### src/logic/irq_ctrl_defs.svh
// Offsets, field layouts, masks and reset values of the interrupt flag and enable block
// Operation
// - Stack error trap sets bit 2
// - Oscillator failure trap sets bit 1
// - Bit 15 selects the alternate vector table
// - Bit 14 reads timed disable status
// - Polarity bit 1 falling, 0 rising edge
// - Request flags show occurred requests, read/write
// - Enable bits gate requests, read/write
// - Unimplemented bits read zero, ignore writes
// - Group 0 flag positions 13..5, 3..0
// - Group 1 flag positions 13,7,6,4,3,1,0
// - Group 3 flags at 15, 10, 9
// - Group 4 flags at 10, 9, 1
// - Group 0 enables mirror group 0 flags
// - Sources set flags, software clears them
// - Priority 000 disables, 7 is highest
`ifndef IRQ_CTRL_DEFS_SVH
`define IRQ_CTRL_DEFS_SVH

// ----------------------------------------
// Register byte offsets
// ----------------------------------------
`define OFS_TRAP_CTRL     6'h00
`define OFS_VSEL_EDGE     6'h04
`define OFS_FLAGS0        6'h08
`define OFS_FLAGS1        6'h0c
`define OFS_FLAGS3        6'h10
`define OFS_FLAGS4        6'h14
`define OFS_ENABLES0      6'h18
`define OFS_PRIORITY0     6'h1c
`define OFS_EVT_STATUS    6'h20
`define OFS_EVT_CLEAR     6'h24
`define OFS_EVT_ENABLE    6'h28

// ----------------------------------------
// Field positions
// ----------------------------------------
`define BIT_STACK_FAULT   1
`define BIT_CLOCK_FAIL    1
`define POS_STACK_FAULT   2
`define POS_CLOCK_FAIL    1
`define POS_ALT_TABLE     15
`define POS_TIMED_DIS     14
`define POS_EXT0_FLAG     0
`define POS_EXT1_FLAG     4
`define POS_EXT2_FLAG     13
`define EVT_STACK         0
`define EVT_CLOCK         1
`define EVT_EXT0          2
`define EVT_EXT1          3
`define EVT_EXT2          4

// ----------------------------------------
// Implemented bit masks
// ----------------------------------------
`define MASK_TRAP         16'h0006
`define MASK_VSEL_WR      16'h8007
`define MASK_FLAGS0       16'h3fef
`define MASK_FLAGS1       16'h20db
`define MASK_FLAGS3       16'h8600
`define MASK_FLAGS4       16'h0602
`define MASK_PRIORITY0    16'h7777
`define MASK_EVT          16'h001f

// ----------------------------------------
// Reset values
// ----------------------------------------
`define RST_REG16         16'h0000
`define RST_LEVEL         3'h0

`endif

### src/logic/irq_ctrl_pkg.sv
// Types shared by the interrupt flag and enable block
package irq_ctrl_pkg;
  typedef logic [15:0] reg16_type;
  typedef logic [2:0]  level_type;
  typedef logic [1:0]  source_type;
endpackage : irq_ctrl_pkg

### src/logic/interrupt_flag_enable_control.sv
// Interrupt request flags, enables, trap status and edge control with a Wishbone slave
//
// Local design decisions: the Wishbone slave port and the placing of the registers.
`include "irq_ctrl_defs.svh"

module interrupt_flag_enable_control #(
  parameter int EXT_PINS = 3
) (
  input  wire logic                      clk,
  input  wire logic                      rst,
  input  wire logic                      cyc_i,
  input  wire logic                      stb_i,
  input  wire logic                      we_i,
  input  wire logic [5:0]                adr_i,
  input  wire logic [31:0]               dat_i,
  input  wire logic [3:0]                sel_i,
  output      logic [31:0]               dat_o,
  output      logic                      ack_o,
  input  wire logic [15:0]               req_group0,
  input  wire logic [15:0]               req_group1,
  input  wire logic [15:0]               req_group3,
  input  wire logic [15:0]               req_group4,
  input  wire logic [EXT_PINS-1:0]       ext_int_pin,
  input  wire logic                      stack_error_trap,
  input  wire logic                      clock_failure_trap,
  input  wire logic                      timed_irq_disable_active,
  output      logic                      alternate_table_select,
  output      irq_ctrl_pkg::reg16_type   pending_group0,
  output      logic                      arb_valid,
  output      irq_ctrl_pkg::level_type   arb_level,
  output      irq_ctrl_pkg::source_type  arb_source,
  output      logic                      irq
);

  // ----------------------------------------
  // Helper functions
  // ----------------------------------------
  function automatic irq_ctrl_pkg::reg16_type lane_merge(
    input irq_ctrl_pkg::reg16_type old_val,
    input irq_ctrl_pkg::reg16_type new_val,
    input logic [1:0]              lanes,
    input irq_ctrl_pkg::reg16_type impl
  );
    irq_ctrl_pkg::reg16_type m;
    m = {{8{lanes[1]}}, {8{lanes[0]}}} & impl;
    return (old_val & ~m) | (new_val & m);
  endfunction : lane_merge

  function automatic irq_ctrl_pkg::level_type prio_field(
    input irq_ctrl_pkg::reg16_type pr,
    input int                      idx
  );
    return pr[idx*4 +: 3];
  endfunction : prio_field

  // ----------------------------------------
  // Register state
  // ----------------------------------------
  irq_ctrl_pkg::reg16_type trap_control_register;
  irq_ctrl_pkg::reg16_type vector_select_and_edge_control;
  irq_ctrl_pkg::reg16_type request_flags_group0;
  irq_ctrl_pkg::reg16_type request_flags_group1;
  irq_ctrl_pkg::reg16_type request_flags_group3;
  irq_ctrl_pkg::reg16_type request_flags_group4;
  irq_ctrl_pkg::reg16_type request_enables_group0;
  irq_ctrl_pkg::reg16_type priority_fields_group0;
  irq_ctrl_pkg::reg16_type event_status;
  irq_ctrl_pkg::reg16_type event_enable;

  irq_ctrl_pkg::reg16_type next_trap_control_register;
  irq_ctrl_pkg::reg16_type next_vector_select_and_edge_control;
  irq_ctrl_pkg::reg16_type next_request_flags_group0;
  irq_ctrl_pkg::reg16_type next_request_flags_group1;
  irq_ctrl_pkg::reg16_type next_request_flags_group3;
  irq_ctrl_pkg::reg16_type next_request_flags_group4;
  irq_ctrl_pkg::reg16_type next_request_enables_group0;
  irq_ctrl_pkg::reg16_type next_priority_fields_group0;
  irq_ctrl_pkg::reg16_type next_event_status;
  irq_ctrl_pkg::reg16_type next_event_enable;
  irq_ctrl_pkg::reg16_type next_pending_group0;
  logic                    next_arb_valid;
  irq_ctrl_pkg::level_type next_arb_level;
  irq_ctrl_pkg::source_type next_arb_source;
  logic                    next_irq;

  // ----------------------------------------
  // Bus state
  // ----------------------------------------
  logic        next_ack;
  logic [31:0] next_dat;
  logic        wr_commit;
  logic [1:0]  lanes;
  irq_ctrl_pkg::reg16_type wdata;
  irq_ctrl_pkg::reg16_type rdata;

  // ----------------------------------------
  // External pin synchronisers
  // ----------------------------------------
  logic [EXT_PINS-1:0] pin_meta;
  logic [EXT_PINS-1:0] pin_sync;
  logic [EXT_PINS-1:0] pin_last;
  logic [EXT_PINS-1:0] next_pin_last;
  logic [EXT_PINS-1:0] ext_edge;

  always_ff @(posedge clk or posedge rst) begin
    if (rst) begin
      pin_meta <= '0;
      pin_sync <= '0;
      pin_last <= '0;
    end else begin
      pin_meta <= ext_int_pin;
      pin_sync <= pin_meta;
      pin_last <= next_pin_last;
    end
  end

  always_comb begin
    next_pin_last = pin_sync;
    for (int i = 0; i < EXT_PINS; i++) begin
      if (vector_select_and_edge_control[i]) begin
        ext_edge[i] = pin_last[i] & ~pin_sync[i];
      end else begin
        ext_edge[i] = ~pin_last[i] & pin_sync[i];
      end
    end
  end

  // ----------------------------------------
  // Wishbone slave
  // ----------------------------------------
  assign lanes     = sel_i[1:0];
  assign wdata     = dat_i[15:0];
  assign wr_commit = cyc_i & stb_i & we_i & ack_o;

  always_comb begin
    unique case (adr_i)
      `OFS_TRAP_CTRL:  rdata = trap_control_register & `MASK_TRAP;
      `OFS_VSEL_EDGE:  rdata = (vector_select_and_edge_control & `MASK_VSEL_WR)
                               | (16'(timed_irq_disable_active) << `POS_TIMED_DIS);
      `OFS_FLAGS0:     rdata = request_flags_group0;
      `OFS_FLAGS1:     rdata = request_flags_group1;
      `OFS_FLAGS3:     rdata = request_flags_group3;
      `OFS_FLAGS4:     rdata = request_flags_group4;
      `OFS_ENABLES0:   rdata = request_enables_group0;
      `OFS_PRIORITY0:  rdata = priority_fields_group0;
      `OFS_EVT_STATUS: rdata = event_status;
      `OFS_EVT_ENABLE: rdata = event_enable;
      default:         rdata = `RST_REG16;
    endcase
    next_ack = cyc_i & stb_i & ~ack_o;
    next_dat = (cyc_i & stb_i & ~we_i & ~ack_o) ? {16'h0000, rdata} : 32'h0000_0000;
  end

  always_ff @(posedge clk or posedge rst) begin
    if (rst) begin
      ack_o <= 1'b0;
      dat_o <= 32'h0000_0000;
    end else begin
      ack_o <= next_ack;
      dat_o <= next_dat;
    end
  end

  // ----------------------------------------
  // Flag, enable and control registers
  // ----------------------------------------
  always_comb begin
    irq_ctrl_pkg::reg16_type set0;
    irq_ctrl_pkg::reg16_type set1;
    irq_ctrl_pkg::reg16_type evt;
    irq_ctrl_pkg::reg16_type req0;
    irq_ctrl_pkg::level_type lvl;
    set0 = '0;
    set1 = '0;
    evt  = '0;
    req0 = '0;
    lvl  = '0;

    next_trap_control_register          = trap_control_register;
    next_vector_select_and_edge_control = vector_select_and_edge_control;
    next_request_flags_group0           = request_flags_group0;
    next_request_flags_group1           = request_flags_group1;
    next_request_flags_group3           = request_flags_group3;
    next_request_flags_group4           = request_flags_group4;
    next_request_enables_group0         = request_enables_group0;
    next_priority_fields_group0         = priority_fields_group0;
    next_event_status                   = event_status;
    next_event_enable                   = event_enable;

    // Software writes with byte lanes
    if (wr_commit) begin
      unique case (adr_i)
        `OFS_TRAP_CTRL:  next_trap_control_register =
                           lane_merge(trap_control_register, wdata, lanes, `MASK_TRAP);
        `OFS_VSEL_EDGE:  next_vector_select_and_edge_control =
                           lane_merge(vector_select_and_edge_control, wdata, lanes, `MASK_VSEL_WR);
        `OFS_FLAGS0:     next_request_flags_group0 =
                           lane_merge(request_flags_group0, wdata, lanes, `MASK_FLAGS0);
        `OFS_FLAGS1:     next_request_flags_group1 =
                           lane_merge(request_flags_group1, wdata, lanes, `MASK_FLAGS1);
        `OFS_FLAGS3:     next_request_flags_group3 =
                           lane_merge(request_flags_group3, wdata, lanes, `MASK_FLAGS3);
        `OFS_FLAGS4:     next_request_flags_group4 =
                           lane_merge(request_flags_group4, wdata, lanes, `MASK_FLAGS4);
        `OFS_ENABLES0:   next_request_enables_group0 =
                           lane_merge(request_enables_group0, wdata, lanes, `MASK_FLAGS0);
        `OFS_PRIORITY0:  next_priority_fields_group0 =
                           lane_merge(priority_fields_group0, wdata, lanes, `MASK_PRIORITY0);
        `OFS_EVT_CLEAR:  next_event_status =
                           event_status & ~(wdata & {{8{lanes[1]}}, {8{lanes[0]}}});
        `OFS_EVT_ENABLE: next_event_enable =
                           lane_merge(event_enable, wdata, lanes, `MASK_EVT);
        default: ;
      endcase
    end

    if (stack_error_trap) begin
      next_trap_control_register[`POS_STACK_FAULT] = 1'b1;
    end
    if (clock_failure_trap) begin
      next_trap_control_register[`POS_CLOCK_FAIL] = 1'b1;
    end

    set0 = req_group0;
    set0[`POS_EXT0_FLAG] = req_group0[`POS_EXT0_FLAG] | ext_edge[0];
    set1 = req_group1;
    set1[`POS_EXT1_FLAG] = req_group1[`POS_EXT1_FLAG] | ext_edge[1];
    set1[`POS_EXT2_FLAG] = req_group1[`POS_EXT2_FLAG] | ext_edge[2];

    next_request_flags_group0 = next_request_flags_group0 | (set0 & `MASK_FLAGS0);
    next_request_flags_group1 = next_request_flags_group1 | (set1 & `MASK_FLAGS1);
    next_request_flags_group3 = next_request_flags_group3 | (req_group3 & `MASK_FLAGS3);
    next_request_flags_group4 = next_request_flags_group4 | (req_group4 & `MASK_FLAGS4);

    // Sticky event status, set beats clear
    evt[`EVT_STACK] = stack_error_trap;
    evt[`EVT_CLOCK] = clock_failure_trap;
    evt[`EVT_EXT0]  = ext_edge[0];
    evt[`EVT_EXT1]  = ext_edge[1];
    evt[`EVT_EXT2]  = ext_edge[2];
    next_event_status = next_event_status | evt;
    next_irq = |(next_event_status & next_event_enable);

    next_pending_group0 = next_request_flags_group0 & next_request_enables_group0;

    next_arb_valid  = 1'b0;
    next_arb_level  = `RST_LEVEL;
    next_arb_source = '0;
    for (int i = 0; i < 4; i++) begin
      req0 = next_pending_group0;
      lvl  = prio_field(next_priority_fields_group0, i);
      if (req0[i] && lvl != `RST_LEVEL && lvl > next_arb_level) begin
        next_arb_valid  = 1'b1;
        next_arb_level  = lvl;
        next_arb_source = 2'(i);
      end
    end
  end

  always_ff @(posedge clk or posedge rst) begin
    if (rst) begin
      trap_control_register          <= `RST_REG16;
      vector_select_and_edge_control <= `RST_REG16;
      request_flags_group0           <= `RST_REG16;
      request_flags_group1           <= `RST_REG16;
      request_flags_group3           <= `RST_REG16;
      request_flags_group4           <= `RST_REG16;
      request_enables_group0         <= `RST_REG16;
      priority_fields_group0         <= `RST_REG16;
      event_status                   <= `RST_REG16;
      event_enable                   <= `RST_REG16;
      pending_group0                 <= `RST_REG16;
      arb_valid                      <= 1'b0;
      arb_level                      <= `RST_LEVEL;
      arb_source                     <= '0;
      irq                            <= 1'b0;
    end else begin
      trap_control_register          <= next_trap_control_register;
      vector_select_and_edge_control <= next_vector_select_and_edge_control;
      request_flags_group0           <= next_request_flags_group0;
      request_flags_group1           <= next_request_flags_group1;
      request_flags_group3           <= next_request_flags_group3;
      request_flags_group4           <= next_request_flags_group4;
      request_enables_group0         <= next_request_enables_group0;
      priority_fields_group0         <= next_priority_fields_group0;
      event_status                   <= next_event_status;
      event_enable                   <= next_event_enable;
      pending_group0                 <= next_pending_group0;
      arb_valid                      <= next_arb_valid;
      arb_level                      <= next_arb_level;
      arb_source                     <= next_arb_source;
      irq                            <= next_irq;
    end
  end

  assign alternate_table_select = vector_select_and_edge_control[`POS_ALT_TABLE];

endmodule : interrupt_flag_enable_control

### config.mk
export PLATFORM = sky130hd
export DESIGN_NAME = interrupt_flag_enable_control
export DESIGN_NICKNAME = d
export VERILOG_FILES = /design/src/logic/irq_ctrl_pkg.sv /design/src/logic/interrupt_flag_enable_control.sv
export VERILOG_INCLUDE_DIRS = /design/src /design/src/logic
export SDC_FILE = /design/constraint.sdc
export NUM_CORES = 1
export LEC_CHECK = 0
export BUFFER_PORTS_ARGS = -buffer_cell sky130_fd_sc_hd__clkbuf_2
export CAP_MARGIN = 30
export CORE_MARGIN = 2
export CORE_UTILIZATION = 55
export DETAILED_ROUTE_END_ITERATION = 12
export PLACE_DENSITY = 0.87
export SLEW_MARGIN = 15
export SYNTH_ARGS = -nofsm -noshare
export SYNTH_HDL_FRONTEND = slang
export SYNTH_SLANG_ARGS = --single-unit
### constraint.sdc
create_clock -name clk -period 18.5 [get_ports clk]
set_input_delay 2.775 -clock clk [delete_from_list [all_inputs] [get_ports clk]]
set_output_delay 2.775 -clock clk [all_outputs]
set_load 0.02 [all_outputs]
# == Word level (Yosys, flattened, before mapping) ==
# Cells that the tools add are included.
# totals
ff_bits,209
inputBits,117
# op_classes
eq_ne,10
mux,36
magnitude_cmp,4
bitwise,68
n_reduce_logical,23
# op_table
op,count
AND 16 bit,15
2-to-1 mux 16 bit,15
OR 16 bit,10
case mux 16 bit (10 select lines),1
inverter 16 bit,3
AND 16 x 14 -> 16 bit,2
inverter 14 -> 16 bit,2
OR 16 x 14 -> 16 bit,2
2-to-1 mux 15 bit,2
"equality test 6 x 5 -> 1 bit, second input constant",4
"equality test 6 bit, second input constant",3
2-to-1 mux 3 bit,6
AND 16 x 11 -> 16 bit,1
AND 16 x 15 -> 16 bit,1
AND 16 x 3 -> 16 bit,1
AND 16 x 5 -> 16 bit,1
inverter 11 -> 16 bit,1
inverter 15 -> 16 bit,1
inverter 3 -> 16 bit,1
inverter 5 -> 16 bit,1
OR 16 x 11 -> 16 bit,1
OR 16 x 15 -> 16 bit,1
OR 16 x 5 -> 16 bit,1
OR reduction 16 bit,1
other kinds (14),64

# == Depth between registers and ports, before layout ==
# depth
depth_word,19
mapped_depth,29

# == Worst setup path after synthesis ==
# OpenSTA, ideal clock, no wires.
# synth_path
path_kind,input-to-reg
start,input adr_i[1]
end,register arb_level[0]
path_slack_ps,9727
cell_stages,27
t_arrival_ps,8648
setup_ps,125
t_required_ps,18375
n_path_buf,3
cell_sequence,or4b_1 buf_2 or4_1 buf_2 a222oi_1 nand2_1 ha_1 nand2_1 o21ai_0 nand2_1 or4_1 clkbuf_1 mux2i_1 inv_1 ha_1 nor2b_1 o21ai_0 a211oi_1 o221ai_1 a221oi_2 mux2i_1 ha_1 a21o_1 a21oi_1 a31oi_1 o311ai_1 mux2_4
# synth_between
elab_chain_len,17
# synth_rtl
element,line,rtl
from (decl),interrupt_flag_enable_control.sv:14,"input wire logic [5:0] adr_i,"
equality test 6 x 4 -> 1 bit,interrupt_flag_enable_control.sv:192,unique case (adr_i)
2-to-1 mux 16 bit,interrupt_flag_enable_control.sv:192,
2-to-1 mux 16 bit,interrupt_flag_enable_control.sv:191,if (wr_commit) begin
OR 16 x 14 -> 16 bit,interrupt_flag_enable_control.sv:230,next_request_flags_group0 = next_request_flags_group0 | (set0 & `MASK_FLAGS0);
AND 16 bit (*),interrupt_flag_enable_control.sv:244,next_pending_group0 = next_request_flags_group0 & next_request_enables_group0;
via next_pending_group0[0],interrupt_flag_enable_control.sv:80,irq_ctrl_pkg::reg16_type next_pending_group0;
logical AND 1 bit (no source line) (*),--,
logical AND 1 bit (*),interrupt_flag_enable_control.sv:252,if (req0[i] && lvl != `RST_LEVEL && lvl > next_arb_level) begin
[3 not listed],--,
2-to-1 mux 3 bit (*),interrupt_flag_enable_control.sv:252,
greater-than comparator 3 bit,interrupt_flag_enable_control.sv:252,
logical AND 1 bit,interrupt_flag_enable_control.sv:252,
2-to-1 mux 3 bit (*),interrupt_flag_enable_control.sv:252,
greater-than comparator 3 bit,interrupt_flag_enable_control.sv:252,
logical AND 1 bit,interrupt_flag_enable_control.sv:252,
2-to-1 mux 3 bit (*),interrupt_flag_enable_control.sv:252,
via next_arb_level[0],interrupt_flag_enable_control.sv:82,irq_ctrl_pkg::level_type next_arb_level;
to (signal assigned),interrupt_flag_enable_control.sv:274,arb_level <= `RST_LEVEL;
to (signal assigned),interrupt_flag_enable_control.sv:290,arb_level <= next_arb_level;
to (decl),interrupt_flag_enable_control.sv:30,"output irq_ctrl_pkg::level_type arb_level,"
# Mark *: on every way through the listed nets, which the timed path passes. The rest lies on a longest branch.
# A chain may end at the register's enable or synchronous reset.

# == Worst setup path in the final report ==
# Ends and elaborated chain as after synthesis.

==> impl_results.md <==
* Initial antenna violation count at 0
* Worst Path Arrival at 10.06 ns
* DRT antenna net count at 0
* Instance count on the critical path at 26
* Ys async rst share at 100%
* Sum Neg Setup Slack at 0 ns
* Post-detail-place hpwl at 10400 µm
* HP Class: register to register
* Final wirelength at 14900 µm
* Yosys cell types at 50
* Core Region at 9820 µm²
* Setup violators final at 0
* Initial drt markers at 557
* Yosys warnings at 0
* Starting Density at 56.7%
* Outcome: finished clean
* DRT Pass-1 Iters at 7
* Slew Limit Fails at 0
* Final RePlAce weighted congestion at 0.891
* DR vias at 4558
* Via density at 6.06
* Fin nets at 732
* Critical Path Max Stage Delay at 0.97 ns
* Share of layout cells above drive strength 1 at 26.8%
* # port buffers at 98
* Synth area leader: dfrtp_1
* Crit Path Category: input port to register
* Worst path top cell family by delay: compound AO/OA/AOI/OAI gates
* #FFs+latches synth at 124
* Slowest cell on the critical path: a222oi_1
* Number of setup buffers added after CTS at 0
* Number of sinks on the clock net at 124
* Post-synth EDFFs at 0
* Layout overhead on the synthesized area at 20.8%
* Multi-input logic area at 2250 µm²
* Startpoint types: input port
* Critical path capture point type: register
* Ranking of synthesized cells by area: dfrtp_1 (56%), mux2_2 (4.5%), nand2_1 (3.6%), a222oi_1 (3.1%), a211o_1 (2.8%)
* Crit path buf inv count at 3
* Worst EP required at 18.92 ns
* Die area at 10900 µm²
* First-pass GRT wire length at 23300 µm
* Io pins at 174
* Syn_area_per_cell at 11.2 µm²
* Avg WL per Cell at 19.8 µm
* Fin crit period at 9.64 ns
* Fmax at 104 MHz
* Max VDD drop at 0.0522 mV
* Max-Cap Viols at 0
* GRT Util Overall at 27.9%
* Relative slew slack at 29.9%
* Clock-pin slew on the worst setup and hold paths at 0.06 ns
* CTS max path bufs at 2
* GRT Residual Overflow at 0
* Most common cell after layout, fill and taps aside: dfrtp_1
* Final hold slack at 0.344 ns
* Num rows at 36
* Most frequent cells in the layout: dfrtp_1 (124), clkbuf_2 (98), nand2_1 (53)
* Chip Width at 105 µm
* Final Hold Vio Count at 0
* Largest net degree at the start of global routing at 52
* Leakage at 3.27 nW
* Post-Syn Area at 5560 µm²
* Worst-Margin Slew at 1.04 ns
* Fin crit share at 52.1%
* Post-cts sizing count at 0
* Drc violations at 0
* Hold_buf cts at 0
* Seq/Total Area, Yosys at 55.8%
* H-tree depth at 4
* ANT cells at 0
* Cells after synthesis at 498
* Clk Latency, worst-skew pair at 0.54 ns
* Root buf cell: clkbuf_8
* P per Cell Area at 91.3 nW/µm²
* Clock Skew at 0.00784 ns
* R2R cell count at 25
* DIE HEIGHT at 105 µm
* CP Max Fanout at 14
* Total CTS buffers at 17
* Fillers at 717
* Yosys top cell area share at 55.8%
* FF+latch area at 3100 µm²
* Ys flop type: dfrtp_1
* RSZ-0062 raised after global routing: false
* Vias in the first global route at 4570
* Power consumption at 0.614 mW
* Worst hold path cell count at 0
* TritonCTS clock tree: done
path summary, 6_finish.rpt:
check / startpoint / end / slack, ns
worst max register to register: ack_o / arb_level[0] / 11.19
min in group asynchronous: rst / request_flags_group1[7] / 2.25
worst max-delay path: adr_i[1] / arb_level[0] / 8.86
worst min register to register: pin_meta[1] / next_pin_last[1] / 0.34
worst min-delay path: pin_meta[1] / next_pin_last[1] / 0.34
max in group asynchronous: rst / dat_o[14] / 15.05
cell usage after synthesis, types with 3 or more instances:
cell,count
nor2_1,30
nor3_1,6
buf_4,19
a21o_1,6
a222oi_1,17
nand3_1,6
nand3b_1,10
clkbuf_1,14
o21ai_0,13
mux2i_1,11
a211o_1,18
a21oi_1,15
a31oi_1,6
and4_1,3
a21boi_0,11
inv_1,22
and3_1,13
nand4_1,4
mux2_2,22
and2_1,12
nand2_1,53
nand2b_1,6
ha_1,8
or4_1,3
a22oi_1,15
dfrtp_1,124
through the flow:
| stage | util [%] | area (µm²) | instances | worst slack, ns |
|---|---|---|---|---|
| finish | 68.4 | 6720 | 752 | 8.86 |
| global route | 68.4 | 6720 | 752 | 8.27 |
| CTS | 68.4 | 6710 | 751 | 8.86 |
| detailed placement | 62.8 | 6160 | 720 | 8.40 |
| global placement | 62.6 | 6140 | 719 | 8.58 |
| floorplan | - | 5630 | 516 | 9.73 |
metal layers:
layer	track usage [%]	share of wire, %
met2	44.9	48
met1	33.1	38
met5	0	0
met3	8.86	9.5
met4	16.2	4.3
flip-flops by register name, summed over array words and instances, names as in the netlist, 5 cells and up, named ones only:
register and flops:
dat_o 16, event_enable 5, event_status 16, pending_group0 13, priority_fields_group0 12, request_enables_group0 13, request_flags_group0 13, request_flags_group1 7
layout make-up:
type                    count  area share (%)
clock buffers              23            6.80
clock inverters             8            1.38
inverters                  22            1.27
multi-input cells         335            33.4
flip-flops and latches    124            46.2
well taps                 133            2.48
repair buffers            107            8.45
power breakdown:
group	switching [mW]	leakage (nW)	internal (mW)
combinational	0.0203	1.46	0.00869
clock	0.114	0.271	0.197
sequential	0.00109	1.54	0.273
worst reg2reg max path, stage by stage (launching register included):
cell      delay [ns]
dfrtp_1         0.39
nand4_1         0.24
or4_1           0.88
a222oi_1        0.97
nand2_1         0.20
ha_1            0.35
nand2_1         0.05
o21ai_0         0.14
nand2_1         0.08
or4_1           0.62
mux2i_1         0.30
inv_1           0.08
ha_1            0.29
nor2b_1         0.12
o21ai_0         0.14
a211oi_1        0.21
o221ai_1        0.19
a221oi_2        0.37
mux2_4          0.35
ha_1            0.18
inv_1           0.06
a21o_1          0.12
a21oi_1         0.06
a31oi_1         0.14
o311ai_1        0.27
mux2_4          0.41
cells by family (layout without fill, tap and decap cells):
family	Yosys count	after routing	share of synthesized area, %
AND/OR/NAND/NOR	157	157	14.4
flip-flops	124	124	55.8
AO/OA/AOI/OAI	116	116	15.8
buffers and inverters	57	160	5.17
multiplexers	35	35	6.97
adder cells (fa/ha/maj)	8	8	1.80
other	1	19	0.0674
No activity file was read; power rests on OpenSTA's default activity.
